==> src/rtl/adc_readout_cfg.svh <==
// constants of the serial readout port
`ifndef ADC_READOUT_CFG_SVH
`define ADC_READOUT_CFG_SVH
`define RESULT_W        16
`define FORCED_LOW_EDGE 3'd5
`define CODE_ZERO       16'h0000
`define CODE_POS_FULL   16'h7fff
`define CODE_NEG_FULL   16'h8000
`endif

==> src/rtl/adc_readout_pkg.sv <==
// types of the serial readout port
package adc_readout_pkg;
  typedef enum logic [1:0] {
    st_power_down,
    st_lead_in,
    st_shifting
  } frame_state_t;
endpackage

==> src/rtl/word_buf_if.sv <==
// valid/ready word path between capture and shifter
`timescale 1ns/10ps
interface word_buf_if;
  logic        valid;
  logic        ready;
  logic [15:0] data;
  modport src (output valid, output data, input ready);
  modport dst (input valid, input data, output ready);
endinterface

==> src/rtl/word_buf2.sv <==
// two-entry word buffer with valid and ready on both sides
`timescale 1ns/10ps
`include "adc_readout_cfg.svh"
module word_buf2
  import adc_readout_pkg::*;
(
  input wire logic clk,
  input wire logic nrst,
  input wire logic flush,
  word_buf_if.dst  up,
  word_buf_if.src  down
);
  typedef struct packed {
    logic [1:0][`RESULT_W-1:0] mem;
    logic                      rd;
    logic                      wr;
    logic [1:0]                cnt;
  } buf_state_t;

  buf_state_t s_reg;
  buf_state_t s_next;
  logic       push;
  logic       pop;

  assign up.ready   = (s_reg.cnt != 2'd2) && !flush;
  assign down.valid = (s_reg.cnt != 2'd0);
  assign down.data  = s_reg.mem[s_reg.rd];
  assign push       = up.valid && up.ready;
  assign pop        = down.valid && down.ready;

  always_comb begin
    s_next = s_reg;
    if (push) begin
      s_next.mem[s_reg.wr] = up.data;
      s_next.wr = ~s_reg.wr;
    end
    if (pop) begin
      s_next.rd = ~s_reg.rd;
    end
    s_next.cnt = s_reg.cnt + {1'b0, push} - {1'b0, pop};
    if (flush) begin
      s_next.cnt = 2'd0;
      s_next.rd  = 1'b0;
      s_next.wr  = 1'b0;
    end
  end

  always_ff @(posedge clk) begin
    if (!nrst) begin
      s_reg <= '0;
    end else begin
      s_reg <= s_next;
    end
  end

  property p_no_overfill;
    @(posedge clk) disable iff (!nrst)
      (s_reg.cnt == 2'd2) |-> !up.ready;
  endproperty
  a_no_overfill: assert property (p_no_overfill)
    else $error("buffer accepts while full");

  // a word accepted from upstream must be offered downstream on the next cycle
  property p_word_kept;
    @(posedge clk) disable iff (!nrst)
      (up.valid && up.ready) |=> down.valid;
  endproperty
  a_word_kept: assert property (p_word_kept)
    else $error("accepted word not offered downstream");
endmodule

==> src/rtl/adc_serial_readout.sv <==
// serial readout port of a 16-bit converter, device side
`timescale 1ns/10ps
`include "adc_readout_cfg.svh"
// Overview of operation
// - a falling select starts a conversion and the result transfer.
// - output stays undriven until the fifth clock fall, then goes low.
// - result bits follow MSB first, one per later clock fall.
// - each bit holds across the rising clock edge and changes only on the next clock fall.
// - the converter powers down by itself after each conversion.
// - the result is two's complement, clamped to 7fff and 8000.
// - each frame returns the sample taken by its own select fall.
module adc_serial_readout
  import adc_readout_pkg::*;
(
  input  wire logic        clk,
  input  wire logic        nrst,
  input  wire logic        convert_sel_n,
  input  wire logic        serial_shift_clock,
  input  wire logic signed [16:0] sample_diff,
  output logic             sample_req,
  output logic             converter_powered,
  output logic             dout_o,
  output logic             dout_oe_n,
  output logic             frame_active
);
  typedef struct packed {
    logic [1:0]          sel_sync;
    logic [1:0]          sck_sync;
    logic                sel_last;
    logic                sck_last;
    frame_state_t        state;
    logic [2:0]          lead_cnt;
    logic [4:0]          bits_left;
    logic [`RESULT_W-1:0] shift;
    logic                dout;
    logic                oe_n;
    logic                powered;
    logic                req;
    logic                cap_valid;
    logic [`RESULT_W-1:0] cap_data;
  } port_state_t;

  port_state_t s_reg;
  port_state_t s_next;
  word_buf_if  wb_in ();
  word_buf_if  wb_out ();
  logic        sel_fall;
  logic        sel_rise;
  logic        sck_fall;

  // clamp the wide difference into the 16-bit two's complement range
  function automatic logic [15:0] clamp_code(input logic signed [16:0] d);
    if (d > 17'sd32767) begin
      clamp_code = `CODE_POS_FULL;
    end else if (d < -17'sd32768) begin
      clamp_code = `CODE_NEG_FULL;
    end else begin
      clamp_code = d[15:0];
    end
  endfunction

  assign sel_fall = s_reg.sel_last && !s_reg.sel_sync[1];
  assign sel_rise = !s_reg.sel_last && s_reg.sel_sync[1];
  assign sck_fall = s_reg.sck_last && !s_reg.sck_sync[1];

  assign wb_in.valid  = s_reg.cap_valid;
  assign wb_in.data   = s_reg.cap_data;
  // the buffered word is taken exactly at the fifth fall
  assign wb_out.ready = (s_reg.state == st_lead_in) && sck_fall
                        && (s_reg.lead_cnt == `FORCED_LOW_EDGE - 3'd1);

  word_buf2 u_buf (
    .clk  (clk),
    .nrst (nrst),
    .flush(sel_fall),
    .up   (wb_in),
    .down (wb_out)
  );

  always_comb begin
    s_next = s_reg;
    s_next.sel_sync = {s_reg.sel_sync[0], convert_sel_n};
    s_next.sck_sync = {s_reg.sck_sync[0], serial_shift_clock};
    s_next.sel_last = s_reg.sel_sync[1];
    s_next.sck_last = s_reg.sck_sync[1];
    s_next.req = 1'b0;
    if (wb_in.ready) begin
      s_next.cap_valid = 1'b0;
    end
    // capture completes one cycle after the request: no stale sample
    if (s_reg.req) begin
      s_next.cap_data  = clamp_code(sample_diff);
      s_next.cap_valid = 1'b1;
      s_next.powered   = 1'b0;
    end
    case (s_reg.state)
      st_power_down: begin
        s_next.oe_n = 1'b1;
      end
      st_lead_in: begin
        if (sck_fall) begin
          s_next.lead_cnt = s_reg.lead_cnt + 3'd1;
          if (s_reg.lead_cnt == `FORCED_LOW_EDGE - 3'd1) begin
            s_next.oe_n  = 1'b0;
            s_next.dout  = 1'b0;
            // limitation: a word not yet buffered here goes out as zeros
            s_next.shift = wb_out.valid ? wb_out.data : `CODE_ZERO;
            s_next.bits_left = 5'd16;
            s_next.state = st_shifting;
          end
        end
      end
      st_shifting: begin
        // bit changes only on a fall, so it holds across the rise
        if (sck_fall && s_reg.bits_left != 5'd0) begin
          s_next.dout  = s_reg.shift[`RESULT_W-1];
          s_next.shift = {s_reg.shift[`RESULT_W-2:0], 1'b0};
          s_next.bits_left = s_reg.bits_left - 5'd1;
        end
      end
      default: begin
        s_next.state = st_power_down;
      end
    endcase
    if (sel_rise) begin
      s_next.state = st_power_down;
      s_next.oe_n  = 1'b1;
      s_next.dout  = 1'b0;
    end
    if (sel_fall) begin
      s_next.state    = st_lead_in;
      s_next.lead_cnt = 3'd0;
      s_next.oe_n     = 1'b1;
      s_next.req      = 1'b1;
      s_next.powered  = 1'b1;
      s_next.cap_valid = 1'b0;
    end
  end

  always_ff @(posedge clk) begin
    if (!nrst) begin
      s_reg          <= '0;
      s_reg.sel_sync <= 2'b11;
      s_reg.sel_last <= 1'b1;
      // pins idle high: matching history avoids a false edge
      s_reg.sck_sync <= 2'b11;
      s_reg.sck_last <= 1'b1;
      s_reg.oe_n     <= 1'b1;
      s_reg.state    <= st_power_down;
    end else begin
      s_reg <= s_next;
    end
  end

  assign sample_req        = s_reg.req;
  assign converter_powered = s_reg.powered;
  assign dout_o            = s_reg.dout;
  assign dout_oe_n         = s_reg.oe_n;
  assign frame_active      = (s_reg.state != st_power_down);

  property p_quiet_lead;
    @(posedge clk) disable iff (!nrst)
      (s_reg.state == st_lead_in) |-> dout_oe_n;
  endproperty
  a_quiet_lead: assert property (p_quiet_lead)
    else $error("output driven before fifth fall");

  property p_forced_low;
    @(posedge clk) disable iff (!nrst)
      (s_reg.state == st_lead_in && sck_fall && !sel_rise && !sel_fall
       && s_reg.lead_cnt == `FORCED_LOW_EDGE - 3'd1)
      |=> (!dout_oe_n && !dout_o);
  endproperty
  a_forced_low: assert property (p_forced_low)
    else $error("forced low bit missing");

  property p_hold_bit;
    @(posedge clk) disable iff (!nrst)
      (s_reg.state == st_shifting && !sck_fall && !sel_rise && !sel_fall)
      |=> $stable(dout_o);
  endproperty
  a_hold_bit: assert property (p_hold_bit)
    else $error("bit changed off a falling edge");

  property p_start;
    @(posedge clk) disable iff (!nrst)
      sel_fall |=> (sample_req && s_reg.state == st_lead_in);
  endproperty
  a_start: assert property (p_start)
    else $error("select fall did not start frame");

  property p_release;
    @(posedge clk) disable iff (!nrst)
      (sel_rise && !sel_fall) |=> dout_oe_n;
  endproperty
  a_release: assert property (p_release)
    else $error("output not released at frame end");

  property p_power_down;
    @(posedge clk) disable iff (!nrst)
      sample_req |=> !converter_powered;
  endproperty
  a_power_down: assert property (p_power_down)
    else $error("no power down after conversion");

  property p_fresh;
    @(posedge clk) disable iff (!nrst)
      sample_req |=> s_reg.cap_valid;
  endproperty
  a_fresh: assert property (p_fresh)
    else $error("capture not taken for this frame");

  property p_msb;
    @(posedge clk) disable iff (!nrst)
      (s_reg.state == st_shifting && sck_fall && s_reg.bits_left == 5'd16
       && !sel_rise && !sel_fall)
      |=> dout_o == $past(s_reg.shift[15]);
  endproperty
  a_msb: assert property (p_msb)
    else $error("msb not first");

  property p_clamp;
    @(posedge clk) disable iff (!nrst)
      (s_reg.req && sample_diff > 17'sd32767)
      |=> s_reg.cap_data == `CODE_POS_FULL;
  endproperty
  a_clamp: assert property (p_clamp)
    else $error("overrange not clamped");
endmodule

==> config.mk <==
export PLATFORM = sky130hd
export DESIGN_NAME = adc_serial_readout
export DESIGN_NICKNAME = d
export VERILOG_FILES = /design/src/rtl/adc_readout_pkg.sv /design/src/rtl/word_buf_if.sv /design/src/rtl/word_buf2.sv /design/src/rtl/adc_serial_readout.sv
export VERILOG_INCLUDE_DIRS = /design/src /design/src/rtl
export SDC_FILE = /design/constraint.sdc
export NUM_CORES = 1
export LEC_CHECK = 0
export BUFFER_PORTS_ARGS = -buffer_cell sky130_fd_sc_hd__buf_4
export CAP_MARGIN = 10
export CORE_MARGIN = 1
export CORE_UTILIZATION = 40
export CTS_BUF_LIST = sky130_fd_sc_hd__clkbuf_16
export DETAILED_ROUTE_END_ITERATION = 8
export PLACE_DENSITY = 0.56
export SYNTH_ARGS = -nofsm -noshare
export SYNTH_HDL_FRONTEND = slang
export SYNTH_SLANG_ARGS = --single-unit
export TNS_END_PERCENT = 30
==> constraint.sdc <==
create_clock -name clk -period 1.9 [get_ports clk]
set_input_delay 0.38 -clock clk [delete_from_list [all_inputs] [get_ports clk]]
set_output_delay 0.38 -clock clk [all_outputs]
set_load 0.005 [all_outputs]
==> impl_results.md <==
- Status: completed
- Crit. End Element: flop
- Largest net degree at the start of global routing: 43
- Synth Register Bits: 89
- Tot Pwr: 3.72 mW
- Post-synthesis async set-or-reset flop share: 0
- Via density: 5.02
- Net Sw Power: 0.859 mW
- Post-synth EDFFs: 0
- CTS clock-pin slew for the worst setup and hold paths: 0.07 ns
- Critical-path maximum fanout: 3
- Pleak: 1.81 nW
- Utilization after layout: 0.498
- Syn Area/Cell: 9.36 um2
- Cell Chain, Critical Path: inv_2, ha_4, nand4b_1, nor3_2, ha_1, inv_1, ha_2, xor2_2, xnor2_1, nor2_1
- Hold_ws: 0.228 ns
- Yosys top cell area share: 0.460
- Initial antenna violation count: 0
- Mapped Area: 3870 um2
- Number of max-cap violations: 0
- Slowest cell on the critical path: dfxtp_2
- Worst Path Required: 2.13 ns
- Clock Path Buffers: 2
- Switch share: 0.231
- Nature of the critical path startpoint: flop
- Clock share of power: 0.444
- H-tree depth: 3
- Syn nets: 442
- Critical path type: flop to flop
- Die ar.: 10,100 um2
- CTS Buf Count: 9
- Routed Wire Length: 7.97 mm
- Largest stage delay on the critical path: 0.33 ns
- Dpl hpwl: 5.12 mm
- Worst EP arrival: 2.04 ns
- Type of the worst min-delay path: primary input to flop
- Library cells used by synthesis: 43
- Most frequent cells after synthesis: dfxtp_1, o21ai_0, nand2_1, nor2_1, nor2b_1
- Top_reg_cell synth: dfxtp_1
- First-pass GRT wire length: 13.7 mm
- Worst skew pair latency: 0.34 ns
- P per Cell Area: 802 nW/um2
- Antenna viol nets, final: 0
- Final setup violation count: 0
- Post-synthesis cell count: 414
- PortBufs: 25
- Int Pwr: 2.86 mW
- Count leader, synth: dfxtp_1
- Layout cells sized above 1: 0.248
- Area grow syn2layout: 19.8%
- Tmin final: 1.81 ns
- Gr usage total: 0.177
- Total grt overflow: 0
- Relative slew slack: 0.600
- RePlAce Congestion: 0.705
- Drc violations: 0
- Final Max Slew Viols: 0
- Max reg flops: 36
- VDD IR max: 0.000414 V
- Final TNS setup: 0 ns
- Die Height: 100 um
- Nets: 471
- Rows: 35
- Yosys warns: 0
- Logic pwr share: 0.045
- Die Width: 100 um
- # fillers: 887
- DR iter-0 viols: 119
- 1st-pass router iterations: 4
- CTS sink cnt: 89
- RSZ-0062 raised after global routing: yes
- Vias in the first global route: 2,720
- Register share of total power: 0.511
- Total number of vias: 2,894
- Synth area leaders: dfxtp_1, o21ai_0, mux2i_1, mux2_2, nor2b_1
- Final hold violation count: 0
- Final Skew: 0.00963 ns
- CTS tree: done
- IO Pins: 26
- Diodes inserted: 0
- Sequential fraction of the synthesis area: 0.460
- Synth area leader: dfxtp_1
- Worst-margin pin slew: 0.594 ns
- Hold_buf cts: 0
- Kind of cell adding the most delay to the critical path: adder cells
- Fmax: 552 MHz
- Initial Util: 0.415
- Root buffer cell: clkbuf_16
- Tcrit/Tclk final: 0.953
- Core ar.: 9330 um2
- Per-cell routed wire length: 13.8 um
- WP buf/inv: 2
## worst paths after layout
path | from | endpoint | slack [ns] | cells after the start
setup / recovery | s_reg[42] | u_buf.s_reg[1] | 0.09 | 10
hold / removal | serial_shift_clock | s_next[50] | 0.23 | 2
setup reg to reg | s_reg[42] | u_buf.s_reg[1] | 0.09 | 10
hold reg to reg | s_next[50] | s_next[47] | 0.41 | 1
## through the flow
step	worst slack [ns]	std cells	instance area, um2
floorplan	0.0147	414	3870
CTS	0.0269	574	4570
global route	-0.0791	577	4640
finish	0.0892	577	4640
global placement	0.110	558	4280
detailed placement	-0.0105	558	4280
## cell type report
cell class / count / area, um2 / share of cell area
flip-flops and latches: 89 / 1780 / 0.384
clock inverters: 7 / 53.8 / 0.0116
repair buffers: 48 / 423 / 0.0911
well taps: 129 / 161 / 0.0348
clock buffers: 9 / 225 / 0.0485
inverters: 13 / 48.8 / 0.0105
multi-input cells: 282 / 1950 / 0.419
## cell families (layout without fill, tap and decap cells)
kind of cell,count (synthesis),count (layout),share of synthesized area
buf+inv,43,77,0.0552
compound gates,105,105,0.183
simple gates,130,130,0.172
mux,34,34,0.0930
xor+xnor,6,6,0.0136
fa+ha+maj,7,7,0.0226
flops,89,89,0.460
## power by group through the flow
| stage | registers [mW] | logic (mW) | clock network (mW) |
|---|---|---|---|
| after floorplan | 1.94 | 0.0953 | 0 |
| after global placement | 1.95 | 0.167 | 0 |
| after detailed placement | 1.95 | 0.168 | 0 |
| after CTS | 1.90 | 0.169 | 1.71 |
| after global routing | 1.91 | 0.186 | 1.78 |
| final | 1.90 | 0.166 | 1.65 |
## worst reg2reg max path, delay by kind of cell, from the launching register on
family | cells | cell delay [ns]
and+or+nand+nor | 3 | 0.42
buffers and inverters | 2 | 0.12
adders and majority gates | 3 | 0.55
DFF | 1 | 0.33
xor gates and xnor gates | 2 | 0.29
## cells in the final DEF, fill, tap and decap left out, drive strengths merged, types with 2 or more instances in the layout
cell / instances
a21boi: 19
nand2: 33
nand3: 18
mux2: 16
inv: 15
clkbuf: 9
a21oi: 8
nand2b: 8
or3: 4
clkinv: 2
clkinvlp: 3
ha: 7
nor2b: 22
a31oi: 12
mux2i: 18
o21ai: 46
xnor2: 4
buf: 48
or2: 2
a221oi: 15
nor2: 31
dfxtp: 89
nor3: 4
xor2: 2
## routing by layer
layer,global-route usage,vias to the layer above,routed length (um)
met5,0,-,0
met4,0.0569,0,112
met3,0.0481,9,247
met2,0.263,46,3440
met1,0.249,1334,4170
li1,-,1505,-
## what timing repair did
action                     CTS  global route
setup endpoints to repair    1             7
pin swaps                    0             5
gates resized for setup      1            13
cloned                       0             0
buffers inserted             0             3
(Power assumes the default switching activity.)
